--- src/lm_defs.svh ---
`ifndef LM_DEFS_SVH
`define LM_DEFS_SVH

// ****************************************
// Register byte offsets
// ****************************************
`define LM_OFS_UNIT      8'h00
`define LM_OFS_MODE      8'h04
`define LM_OFS_POWER     8'h08
`define LM_OFS_OPSTATE   8'h0C
`define LM_OFS_SYSSTAT   8'h10
`define LM_OFS_IRQ_STAT  8'h14
`define LM_OFS_IRQ_MASK  8'h18
`define LM_OFS_LINK      8'h1C

// ****************************************
// Command codes
// ****************************************
`define LM_CMD_OPSTATE   8'h84
`define LM_CMD_MODE      8'h14
`define LM_CMD_POWER     8'h4E

// ****************************************
// Field positions
// ****************************************
`define LM_MODE_DIG_EN   0
`define LM_MODE_DIG_INV  1
`define LM_MODE_EXT_EN   2
`define LM_MODE_ANA_EN   3
`define LM_AVAIL_BIT     8
`define LM_IRQ_DONE      0
`define LM_IRQ_CKSUM     1
`define LM_IRQ_BADCMD    2
`define LM_REQ_LAST      2'h3

// ****************************************
// Reset values and fixed bytes
// ****************************************
`define LM_RST_UNIT      7'h10
`define LM_RST_MODE      4'h0
`define LM_RST_POWER     8'h00
`define LM_RST_SYSSTAT   8'h00
`define LM_RST_MASK      3'h0
`define LM_FILL_COUNT    2
`define LM_FILL_BYTE     8'h00
`define LM_RESP_OKAY     2'h0
`define LM_RESP_SLVERR   2'h2

`endif

--- src/lm_pkg.sv ---
package lm_pkg;

   typedef enum logic [5:0]
   {
      st_rx   = 6'h01,
      st_addr = 6'h02,
      st_stat = 6'h04,
      st_data = 6'h08,
      st_sum  = 6'h10,
      st_fill = 6'h20
   } lm_fsm_e;

   typedef enum logic [2:0]
   {
      state_startup   = 3'h0,
      state_standby   = 3'h1,
      state_ready     = 3'h2,
      state_service   = 3'h3,
      state_failure   = 3'h4,
      state_powerdown = 3'h5
   } lm_opstate_e;

endpackage

--- src/lm_cksum.sv ---
`timescale 1ns/1ns
`default_nettype none

module lm_cksum
(
   input  wire logic       i_clk,
   input  wire logic       i_rst,
   input  wire logic       i_load,
   input  wire logic       i_add,
   input  wire logic [7:0] i_byte,
   output logic      [7:0] o_sum
);

   logic [7:0] sum_q;

   always_ff @(posedge i_clk or posedge i_rst)
   begin
      if (i_rst)
         sum_q <= 8'h00;
      else if (i_load)
         sum_q <= i_byte;
      else if (i_add)
         sum_q <= sum_q ^ i_byte;
   end

   assign o_sum = sum_q;

endmodule

`default_nettype wire

--- src/lm_axil_slave.sv ---
`timescale 1ns/1ns
`default_nettype none
`include "lm_defs.svh"

module lm_axil_slave
(
   input  wire logic        i_clk,
   input  wire logic        i_rst,
   input  wire logic [7:0]  i_awaddr,
   input  wire logic        i_awvalid,
   output logic             o_awready,
   input  wire logic [31:0] i_wdata,
   input  wire logic [3:0]  i_wstrb,
   input  wire logic        i_wvalid,
   output logic             o_wready,
   output logic      [1:0]  o_bresp,
   output logic             o_bvalid,
   input  wire logic        i_bready,
   input  wire logic [7:0]  i_araddr,
   input  wire logic        i_arvalid,
   output logic             o_arready,
   output logic      [31:0] o_rdata,
   output logic      [1:0]  o_rresp,
   output logic             o_rvalid,
   input  wire logic        i_rready,
   output logic             o_wr_en,
   output logic      [7:0]  o_wr_addr,
   output logic      [31:0] o_wr_data,
   output logic      [3:0]  o_wr_strb,
   input  wire logic        i_wr_err,
   output logic             o_rd_en,
   output logic      [7:0]  o_rd_addr,
   input  wire logic [31:0] i_rd_data,
   input  wire logic        i_rd_err
);

   logic        aw_rdy_q;
   logic        w_rdy_q;
   logic        ar_rdy_q;
   logic        b_vld_q;
   logic        r_vld_q;
   logic [7:0]  aw_addr_q;
   logic [31:0] w_data_q;
   logic [3:0]  w_strb_q;
   logic [1:0]  b_resp_q;
   logic [1:0]  r_resp_q;
   logic [31:0] r_data_q;

   wire aw_fire = i_awvalid & aw_rdy_q;
   wire w_fire  = i_wvalid & w_rdy_q;
   // Both halves held and no response pending
   wire wr_go   = ~aw_rdy_q & ~w_rdy_q & ~b_vld_q;
   wire rd_go   = i_arvalid & ar_rdy_q;

   always_ff @(posedge i_clk or posedge i_rst)
   begin
      if (i_rst)
      begin
         aw_rdy_q  <= 1'h1;
         w_rdy_q   <= 1'h1;
         aw_addr_q <= 8'h00;
         w_data_q  <= 32'h0000_0000;
         w_strb_q  <= 4'h0;
         b_vld_q   <= 1'h0;
         b_resp_q  <= `LM_RESP_OKAY;
      end
      else
      begin
         if (aw_fire)
         begin
            aw_rdy_q  <= 1'h0;
            aw_addr_q <= i_awaddr;
         end
         else if (wr_go)
            aw_rdy_q <= 1'h1;
         if (w_fire)
         begin
            w_rdy_q  <= 1'h0;
            w_data_q <= i_wdata;
            w_strb_q <= i_wstrb;
         end
         else if (wr_go)
            w_rdy_q <= 1'h1;
         if (wr_go)
         begin
            b_vld_q  <= 1'h1;
            b_resp_q <= i_wr_err ? `LM_RESP_SLVERR : `LM_RESP_OKAY;
         end
         else if (i_bready)
            b_vld_q <= 1'h0;
      end
   end

   always_ff @(posedge i_clk or posedge i_rst)
   begin
      if (i_rst)
      begin
         ar_rdy_q <= 1'h1;
         r_vld_q  <= 1'h0;
         r_data_q <= 32'h0000_0000;
         r_resp_q <= `LM_RESP_OKAY;
      end
      else if (rd_go)
      begin
         ar_rdy_q <= 1'h0;
         r_vld_q  <= 1'h1;
         r_data_q <= i_rd_data;
         r_resp_q <= i_rd_err ? `LM_RESP_SLVERR : `LM_RESP_OKAY;
      end
      else if (r_vld_q & i_rready)
      begin
         r_vld_q  <= 1'h0;
         ar_rdy_q <= 1'h1;
      end
   end

   assign o_awready = aw_rdy_q;
   assign o_wready  = w_rdy_q;
   assign o_bvalid  = b_vld_q;
   assign o_bresp   = b_resp_q;
   assign o_arready = ar_rdy_q;
   assign o_rvalid  = r_vld_q;
   assign o_rdata   = r_data_q;
   assign o_rresp   = r_resp_q;
   assign o_wr_en   = wr_go;
   assign o_wr_addr = aw_addr_q;
   assign o_wr_data = w_data_q;
   assign o_wr_strb = w_strb_q;
   assign o_rd_en   = rd_go;
   assign o_rd_addr = i_araddr;

endmodule

`default_nettype wire

--- src/lm_mode_reader.sv ---
// Contract
// - Operating state byte uses six codes
// - Unavailable data: status, checksum, then fill
// - Code 0x14 returns address, status, mode, checksum
// - Mode bit 0 digital modulation enable
// - Mode bit 1 digital modulation inversion
// - Mode bit 2 external enable, locked if safety
// - Mode bit 3 analog modulation enable
// - Code 0x4E returns power percentage byte
// - Power reply is programmed, not measured
`timescale 1ns/1ns
`default_nettype none
`include "lm_defs.svh"

module lm_mode_reader
#(
   parameter bit         SAFETY_CFG   = 1'b0,
   parameter bit         EXT_EN_FIXED = 1'b1,
   parameter int         FILL_COUNT   = `LM_FILL_COUNT,
   parameter logic [7:0] FILL_BYTE    = `LM_FILL_BYTE
)
(
   input  wire logic        i_clk,
   input  wire logic        i_rst,
   input  wire logic [7:0]  i_awaddr,
   input  wire logic        i_awvalid,
   output logic             o_awready,
   input  wire logic [31:0] i_wdata,
   input  wire logic [3:0]  i_wstrb,
   input  wire logic        i_wvalid,
   output logic             o_wready,
   output logic      [1:0]  o_bresp,
   output logic             o_bvalid,
   input  wire logic        i_bready,
   input  wire logic [7:0]  i_araddr,
   input  wire logic        i_arvalid,
   output logic             o_arready,
   output logic      [31:0] o_rdata,
   output logic      [1:0]  o_rresp,
   output logic             o_rvalid,
   input  wire logic        i_rready,
   input  wire logic        i_rx_valid,
   input  wire logic [7:0]  i_rx_byte,
   output logic             o_rx_ready,
   output logic             o_tx_valid,
   output logic      [7:0]  o_tx_byte,
   input  wire logic        i_tx_ready,
   output logic             o_irq
);

   localparam logic [3:0] MODE_RST  = `LM_RST_MODE | {1'h0, EXT_EN_FIXED, 2'h0};
   localparam logic [3:0] FILL_LAST = 4'(FILL_COUNT - 1);

   // ****************************************
   // Register bus
   // ****************************************
   logic        wr_en;
   logic [7:0]  wr_addr;
   logic [31:0] wr_data;
   logic [3:0]  wr_strb;
   logic        rd_en;
   logic [7:0]  rd_addr;
   logic [31:0] rd_data;
   logic        rd_err;
   logic        wr_err;

   lm_axil_slave u_bus
   (
      .i_clk     (i_clk),
      .i_rst     (i_rst),
      .i_awaddr  (i_awaddr),
      .i_awvalid (i_awvalid),
      .o_awready (o_awready),
      .i_wdata   (i_wdata),
      .i_wstrb   (i_wstrb),
      .i_wvalid  (i_wvalid),
      .o_wready  (o_wready),
      .o_bresp   (o_bresp),
      .o_bvalid  (o_bvalid),
      .i_bready  (i_bready),
      .i_araddr  (i_araddr),
      .i_arvalid (i_arvalid),
      .o_arready (o_arready),
      .o_rdata   (o_rdata),
      .o_rresp   (o_rresp),
      .o_rvalid  (o_rvalid),
      .i_rready  (i_rready),
      .o_wr_en   (wr_en),
      .o_wr_addr (wr_addr),
      .o_wr_data (wr_data),
      .o_wr_strb (wr_strb),
      .i_wr_err  (wr_err),
      .o_rd_en   (rd_en),
      .o_rd_addr (rd_addr),
      .i_rd_data (rd_data),
      .i_rd_err  (rd_err)
   );

   logic [6:0]          unit_addr_q;
   logic                avail_q;
   logic [3:0]          mode_q;
   logic [7:0]          power_q;
   lm_pkg::lm_opstate_e opstate_q;
   logic [7:0]          sysstat_q;
   logic [2:0]          irq_stat_q;
   logic [2:0]          irq_stat_d;
   logic [2:0]          irq_mask_q;
   logic                irq_q;
   logic [7:0]          cmd_q;
   lm_pkg::lm_fsm_e     state_q;
   lm_pkg::lm_fsm_e     state_d;

   wire sel_unit = wr_addr == `LM_OFS_UNIT;
   wire wr_unit  = wr_en & sel_unit;
   wire wr_mode  = wr_en & (wr_addr == `LM_OFS_MODE) & wr_strb[0];
   wire wr_power = wr_en & (wr_addr == `LM_OFS_POWER) & wr_strb[0];
   wire wr_opst  = wr_en & (wr_addr == `LM_OFS_OPSTATE) & wr_strb[0];
   wire wr_sys   = wr_en & (wr_addr == `LM_OFS_SYSSTAT) & wr_strb[0];
   wire wr_mask  = wr_en & (wr_addr == `LM_OFS_IRQ_MASK) & wr_strb[0];
   wire wr_hit   = sel_unit | (wr_addr == `LM_OFS_MODE) | (wr_addr == `LM_OFS_POWER)
                 | (wr_addr == `LM_OFS_OPSTATE) | (wr_addr == `LM_OFS_SYSSTAT)
                 | (wr_addr == `LM_OFS_IRQ_STAT) | (wr_addr == `LM_OFS_IRQ_MASK)
                 | (wr_addr == `LM_OFS_LINK);
   assign wr_err = ~wr_hit;

   // Safety units keep the external enable bit as strapped
   wire [3:0] mode_wr = SAFETY_CFG ? {wr_data[3], mode_q[`LM_MODE_EXT_EN], wr_data[1:0]}
                                   : wr_data[3:0];
   // Codes above the last defined state are dropped
   wire opst_ok = wr_data[2:0] <= lm_pkg::state_powerdown;

   always_ff @(posedge i_clk or posedge i_rst)
   begin
      if (i_rst)
      begin
         unit_addr_q <= `LM_RST_UNIT;
         avail_q     <= 1'h1;
         mode_q      <= MODE_RST;
         power_q     <= `LM_RST_POWER;
         opstate_q   <= lm_pkg::state_startup;
         sysstat_q   <= `LM_RST_SYSSTAT;
         irq_mask_q  <= `LM_RST_MASK;
      end
      else
      begin
         if (wr_unit & wr_strb[0])
            unit_addr_q <= wr_data[6:0];
         if (wr_unit & wr_strb[1])
            avail_q <= wr_data[`LM_AVAIL_BIT];
         if (wr_mode)
            mode_q <= mode_wr;
         if (wr_power)
            power_q <= wr_data[7:0];
         if (wr_opst & opst_ok)
            opstate_q <= lm_pkg::lm_opstate_e'(wr_data[2:0]);
         if (wr_sys)
            sysstat_q <= wr_data[7:0];
         if (wr_mask)
            irq_mask_q <= wr_data[2:0];
      end
   end

   wire busy = state_q != lm_pkg::st_rx;
   wire rd_hit = (rd_addr == `LM_OFS_UNIT) | (rd_addr == `LM_OFS_MODE) | (rd_addr == `LM_OFS_POWER)
               | (rd_addr == `LM_OFS_OPSTATE) | (rd_addr == `LM_OFS_SYSSTAT)
               | (rd_addr == `LM_OFS_IRQ_STAT) | (rd_addr == `LM_OFS_IRQ_MASK)
               | (rd_addr == `LM_OFS_LINK);
   assign rd_err  = ~rd_hit;
   assign rd_data = (rd_addr == `LM_OFS_UNIT)     ? {23'h0, avail_q, 1'h0, unit_addr_q}
                  : (rd_addr == `LM_OFS_MODE)     ? {28'h0, mode_q}
                  : (rd_addr == `LM_OFS_POWER)    ? {24'h0, power_q}
                  : (rd_addr == `LM_OFS_OPSTATE)  ? {29'h0, opstate_q}
                  : (rd_addr == `LM_OFS_SYSSTAT)  ? {24'h0, sysstat_q}
                  : (rd_addr == `LM_OFS_IRQ_STAT) ? {29'h0, irq_stat_q}
                  : (rd_addr == `LM_OFS_IRQ_MASK) ? {29'h0, irq_mask_q}
                  : (rd_addr == `LM_OFS_LINK)     ? {23'h0, busy, cmd_q}
                  : 32'h0000_0000;

   // ****************************************
   // Request telegram intake
   // ****************************************
   logic       rx_ready_q;
   logic [1:0] idx_q;
   logic       addr_ok_q;
   logic [7:0] rx_sum;

   wire rx_fire   = i_rx_valid & rx_ready_q;
   wire last_byte = rx_fire & (idx_q == `LM_REQ_LAST);

   lm_cksum u_rx_sum
   (
      .i_clk  (i_clk),
      .i_rst  (i_rst),
      .i_load (rx_fire & (idx_q == 2'h0)),
      .i_add  (rx_fire & (idx_q != 2'h0) & (idx_q != `LM_REQ_LAST)),
      .i_byte (i_rx_byte),
      .o_sum  (rx_sum)
   );

   wire sum_ok    = i_rx_byte == rx_sum;
   wire cmd_known = (cmd_q == `LM_CMD_OPSTATE) | (cmd_q == `LM_CMD_MODE) | (cmd_q == `LM_CMD_POWER);
   wire good_req  = last_byte & addr_ok_q & sum_ok & cmd_known;
   wire ev_cksum  = last_byte & addr_ok_q & ~sum_ok;
   wire ev_badcmd = last_byte & addr_ok_q & sum_ok & ~cmd_known;

   // Sub address carries no meaning here and is not checked
   always_ff @(posedge i_clk or posedge i_rst)
   begin
      if (i_rst)
      begin
         idx_q     <= 2'h0;
         addr_ok_q <= 1'h0;
         cmd_q     <= 8'h00;
      end
      else if (rx_fire)
      begin
         idx_q <= idx_q + 2'h1;
         if (idx_q == 2'h0)
            addr_ok_q <= i_rx_byte == {unit_addr_q, 1'h0};
         if (idx_q == 2'h1)
            cmd_q <= i_rx_byte;
      end
   end

   // ****************************************
   // Reply sequencer
   // ****************************************
   logic       tx_valid_q;
   logic [7:0] tx_byte_q;
   logic [7:0] snap_raddr_q;
   logic [7:0] snap_stat_q;
   logic [7:0] snap_data_q;
   logic       snap_avail_q;
   logic [3:0] fill_q;
   logic [7:0] tx_byte_d;

   wire       tx_fire   = tx_valid_q & i_tx_ready;
   wire [7:0] raddr_w   = {unit_addr_q, 1'h1};
   wire [7:0] req_data  = (cmd_q == `LM_CMD_MODE)  ? {4'h0, mode_q}
                        : (cmd_q == `LM_CMD_POWER) ? power_q
                        : {5'h0, opstate_q};
   wire [7:0] tx_sum_w  = snap_raddr_q ^ snap_stat_q ^ (snap_avail_q ? snap_data_q : 8'h00);
   wire       fill_end  = fill_q == FILL_LAST;
   wire       ev_done   = tx_fire & (((state_q == lm_pkg::st_sum) & snap_avail_q)
                                   | ((state_q == lm_pkg::st_fill) & fill_end));

   always_comb
   begin
      state_d = state_q;
      case (state_q)
         lm_pkg::st_rx:   if (good_req) state_d = lm_pkg::st_addr;
         lm_pkg::st_addr: if (tx_fire) state_d = lm_pkg::st_stat;
         lm_pkg::st_stat: if (tx_fire) state_d = snap_avail_q ? lm_pkg::st_data : lm_pkg::st_sum;
         lm_pkg::st_data: if (tx_fire) state_d = lm_pkg::st_sum;
         lm_pkg::st_sum:  if (tx_fire) state_d = snap_avail_q ? lm_pkg::st_rx : lm_pkg::st_fill;
         lm_pkg::st_fill: if (tx_fire & fill_end) state_d = lm_pkg::st_rx;
         default:         state_d = lm_pkg::st_rx;
      endcase
   end

   assign tx_byte_d = (state_d == lm_pkg::st_addr) ? raddr_w
                    : (state_d == lm_pkg::st_stat) ? snap_stat_q
                    : (state_d == lm_pkg::st_data) ? snap_data_q
                    : (state_d == lm_pkg::st_sum)  ? tx_sum_w
                    : FILL_BYTE;

   // Byte is loaded on a state change or a fill byte handshake, so it holds while stalled
   always_ff @(posedge i_clk or posedge i_rst)
   begin
      if (i_rst)
      begin
         state_q      <= lm_pkg::st_rx;
         rx_ready_q   <= 1'h1;
         tx_valid_q   <= 1'h0;
         tx_byte_q    <= 8'h00;
         fill_q       <= 4'h0;
      end
      else
      begin
         state_q    <= state_d;
         rx_ready_q <= state_d == lm_pkg::st_rx;
         tx_valid_q <= state_d != lm_pkg::st_rx;
         if ((state_d != state_q) | (tx_fire & (state_q == lm_pkg::st_fill)))
            tx_byte_q <= tx_byte_d;
         fill_q <= (state_q != lm_pkg::st_fill) ? 4'h0 : fill_q + {3'h0, tx_fire};
      end
   end

   always_ff @(posedge i_clk or posedge i_rst)
   begin
      if (i_rst)
      begin
         snap_raddr_q <= 8'h00;
         snap_stat_q  <= 8'h00;
         snap_data_q  <= 8'h00;
         snap_avail_q <= 1'h0;
      end
      else if (good_req)
      begin
         snap_raddr_q <= raddr_w;
         snap_stat_q  <= sysstat_q;
         snap_data_q  <= req_data;
         snap_avail_q <= avail_q;
      end
   end

   // ****************************************
   // Interrupt
   // ****************************************
   // Read clears, but an event in the same cycle still lands
   wire       rd_clr = rd_en & (rd_addr == `LM_OFS_IRQ_STAT);
   wire [2:0] ev_vec = {ev_badcmd, ev_cksum, ev_done};
   assign irq_stat_d = (irq_stat_q & ~{3{rd_clr}}) | ev_vec;

   always_ff @(posedge i_clk or posedge i_rst)
   begin
      if (i_rst)
      begin
         irq_stat_q <= 3'h0;
         irq_q      <= 1'h0;
      end
      else
      begin
         irq_stat_q <= irq_stat_d;
         irq_q      <= |(irq_stat_d & irq_mask_q);
      end
   end

   assign o_rx_ready = rx_ready_q;
   assign o_tx_valid = tx_valid_q;
   assign o_tx_byte  = tx_byte_q;
   assign o_irq      = irq_q;
endmodule

`default_nettype wire

--- config.mk ---
export PLATFORM = sky130hd
export DESIGN_NAME = lm_mode_reader
export DESIGN_NICKNAME = d
export VERILOG_FILES = /design/src/lm_pkg.sv /design/src/lm_cksum.sv /design/src/lm_axil_slave.sv /design/src/lm_mode_reader.sv
export VERILOG_INCLUDE_DIRS = /design/src /design/src/src
export SDC_FILE = /design/constraint.sdc
export NUM_CORES = 1
export LEC_CHECK = 0
export BUFFER_PORTS_ARGS = -buffer_cell sky130_fd_sc_hd__clkbuf_2
export CAP_MARGIN = 20
export CORE_MARGIN = 2
export CORE_UTILIZATION = 40
export CTS_CLUSTER_SIZE = 40
export DETAILED_ROUTE_END_ITERATION = 6
export SLEW_MARGIN = 20
export SYNTH_ARGS = -nofsm -noshare
export SYNTH_HDL_FRONTEND = slang
export SYNTH_SLANG_ARGS = --single-unit
--- constraint.sdc ---
create_clock -name i_clk -period 9 [get_ports i_clk]
set_input_delay 0.45 -clock i_clk [delete_from_list [all_inputs] [get_ports i_clk]]
set_output_delay 0.45 -clock i_clk [all_outputs]
set_load 0.1 [all_outputs]
==> results.txt <==
----------------------------------------------------
[STA]
  Least-Margin Pin Slew ... just under 1 ns
  Final worst path period need ... approximately 2.7 ns
  Fraction of the cycle the final worst path needs ... 30.2%
  Worst hold margin ... 0.195 ns
  Aggregate negative setup slack ... 0 ns
  Final Slew Violations ... 0
  Final hold vios ... 0
  Headroom to the max-slew limit ... between 30% and 40%
  RSZ-0062 raised after global routing ... false
  Final setup violation count ... 0
  Final worst clock skew ... around 0.0096 ns
  Highest achievable clock rate ... around 0.37 GHz

[Clock tree]
  Max H-tree Level ... 4
  Deepest clock path buffer count ... 2
  Num CTS Buffers ... 17
  Clock root buffer ... sky130_fd_sc_hd__clkbuf_16
  Clock transition time at the flip-flop clock pins of the worst setup and hold paths ... about 0.06 ns
  CTS Hold Buffers Added ... 0
  TritonCTS clock tree ... yes
  Number of instances resized during post-cts repair ... 0
  Worst skew pair latency ... slightly above 0.4 ns
  Number of clock sinks ... 137
  Post-CTS Setup Inserts ... 0

[Setup path]
  End of the critical path ... o_tx_byte[2]
  R2r startpoint ... u_rx_sum.o_sum[7]
  WP data arrival ... just under 3 ns
  Crit path kind ... flip-flop to flip-flop
  Launching element type of the critical path ... flip-flop
  Type of element capturing the critical path ... flip-flop
  Maximum fanout along the worst path ... 9
  Beginning of the critical path ... u_rx_sum.o_sum[7]
  WP data required ... a little over 9 ns
  R2R Path End ... o_tx_byte[2]
  Worst R2R Setup Slack ... ~6.3 ns
  Count of cells along the worst register-to-register path ... 6

[Min path]
  Min-delay worst type ... primary input to async pin

[Synthesis]
  Post-synthesis cell type count ... 73
  Ranking of synthesized cells by area ... sky130_fd_sc_hd__dfrtp_1 (46%), sky130_fd_sc_hd__mux2_2 (10%), sky130_fd_sc_hd__nand2_1 (5.9%)
  Mapped Area ... ~7000 µm²
  Synth cell count leaders ... sky130_fd_sc_hd__dfrtp_1 (129), sky130_fd_sc_hd__nand2_1 (110), sky130_fd_sc_hd__mux2_2 (64), sky130_fd_sc_hd__o21ai_0 (39), sky130_fd_sc_hd__nor2_1 (30)
  Total of warnings raised by yosys ... 0
  Gate count of the mapped netlist ... ~660
  Async set-or-reset flop fraction in the synthesized netlist ... 100%
  Post-synthesis area per instance ... ~11 µm²
  Library cell with the largest summed area after synthesis ... sky130_fd_sc_hd__dfrtp_1
  Most used flip-flop cell after synthesis ... sky130_fd_sc_hd__dfrtp_1
  Number of storage elements in the synthesis netlist ... 137
  Number of flops mapped to enable cells by yosys ... 0
  Portion of the post-synthesis area used by sequential elements ... between 40% and 50%
  Dominant cell by count in the synthesized netlist ... sky130_fd_sc_hd__dfrtp_1
  Area share of the leading cell type in the synthesized netlist ... between 40% and 50%

[Layout]
  Diode count ... 0
  Final instance area ... between 8000 and 9000 µm²
  Fill cells ... roughly 1600
  Share of layout cells above drive strength 1 ... around a quarter
  Area taken by flip-flops and latches ... 3440 µm²
  Post-layout net count ... 801
  Layout-stage area growth over the synthesis result ... 14.8%
  Multi-input gate area in the final layout ... around 3300 µm²
  Post-layout instance count excluding filler cells ... 965

[Drt]
  DR WL/cell ... between 15 and 20 µm
  Residual DRC count ... 0
  Post-detailed-routing wire length ... 16800 µm
  Number of vias per cell ... between 5 and 6
  Iteration-0 DRC count of the detailed router ... ~290
  Final ANT Viol Nets ... 0
  Detailed-router iteration count before antenna repair ... 4
  Vias after detailed routing ... 5201

[Global route]
  Total global routing track utilization ... 19.0%
  First-pass GRT wire length ... about 27000 µm
  Vias in the first global route ... 5177
  GR Overflow Total ... 0
  Antenna violations before repair ... 0
  Largest net degree at the start of global routing ... between 70 and 80

[Power]
  Peak supply drop ... roughly 0.16 mV
  Power density over the cells ... between 200 and 300 nW/µm²
  Static leakage ... roughly 3.8 nW

[Die]
  DIE HEIGHT ... between 100 and 150 µm
  Area of the core ... roughly 17000 µm²
  Number of I/O pins ... between 100 and 150
  Die Width ... between 100 and 150 µm
  Std cell rows ... 48
  Starting density of the core ... between 40% and 50%
  Die Footprint ... between 15000 and 20000 µm²

[Placed design]
  Post-detailed-placement cell area ... 7440 µm²
  Placed wire-length estimate after detailed placement ... approximately 12000 µm
  Final estimated routing congestion in global placement ... roughly 0.9
  Placed Cells ... about 930
  Buffers added on ports ... 70

[Flow run]
  Count of max-cap constraint violations ... 0

[Outcome]
  Status ... finished, final reports clean

----------------------------------------------------
layout make-up:
type,count,area share [%]
Multi-Input combinational cell,484,41.0
Tap cell,225,3.50
Sequential cell,137,42.8
Clock inverter,11,1.84
Timing Repair Buffer,72,4.54
Clock buffer,21,5.60
Inverter,15,0.731
stage by stage:
step                      power [W]  utilization [%]  setup slack [ns]
final                       0.00204             46.7              6.29
after global routing        0.00214             46.7              6.05
after CTS                   0.00205             46.7              6.27
after detailed placement    0.00134             43.2              6.08
after global placement      0.00132             43.2              6.18
after floorplan             0.00122                -              4.90
critical path: stages, from the launching register on:
cell and delay, ns:
sky130_fd_sc_hd__dfrtp_1 0.42, sky130_fd_sc_hd__xnor2_1 0.20, sky130_fd_sc_hd__nand4_1 0.14, sky130_fd_sc_hd__or4_1 0.68, sky130_fd_sc_hd__o41ai_4 0.60, sky130_fd_sc_hd__or2_1 0.35
sky130_fd_sc_hd__a41oi_1 0.17
report_power, final:
part | total (W) | internal, W | switching (W)
Clock | 0.000704 | 0.000443 | 0.000261
Sequential | 0.000892 | 0.000743 | 0.000149
Combinational | 0.000439 | 0.000166 | 0.000273
worst min-delay path by stage:
| stage | from | end | slack [ns] | depth (start not counted) |
|---|---|---|---|---|
| 6_report | i_rst | u_bus.o_bvalid | 0.19 | 2 |
| 3_5_place_dp | addr_ok_q | addr_ok_q | 0.47 | 2 |
| 2_1_floorplan | addr_ok_q | addr_ok_q | 0.45 | 2 |
| 5_1_grt | i_wvalid | u_bus.o_wready | 0.20 | 2 |
| 4_1_cts | i_wvalid | u_bus.o_wready | 0.17 | 2 |
| 3_3_place_gp | addr_ok_q | addr_ok_q | 0.46 | 2 |
logic make-up after synthesis:
group | Yosys count | synth area share, %
mux | 78 | 13.4
other cells | 1 | 0.0535
fa+ha+maj | 6 | 1.04
simple gates | 227 | 15.9
flops | 137 | 49.1
compound gates | 118 | 11.6
buf+inv | 66 | 5.18
xor+xnor | 30 | 3.75
cell usage in the layout (no fill, tap or decap), drive strengths merged, types with 4 or more instances in the layout:
cell      synthesis  layout
dfrtp           129     129
nand2           110     110
clkbuf           15      91
mux2             64      64
o21ai            40      40
nor2             30      30
conb              1      25
a21oi            18      18
xor2             18      18
inv              15      16
nor3             15      15
nand3            14      14
xnor2            12      12
nor4             11      11
mux2i             8       8
a311oi            8       8
dfstp             8       8
a22oi             7       7
a32oi             7       7
and2              7       7
mux4              6       6
nand2b            6       6
nor2b             5       5
a41oi             5       5
ha                5       5
and3              4       4
a211o             4       4
o21a              4       4
clkinvlp          0       4
or2               4       4
layer usage:
layer	share of wire [%]	track usage, %
met5	0	0
met1	44	24.9
met3	5.2	4.51
met4	2.8	8.16
met2	48	30.0
Power figures use the tool's default switching activity.
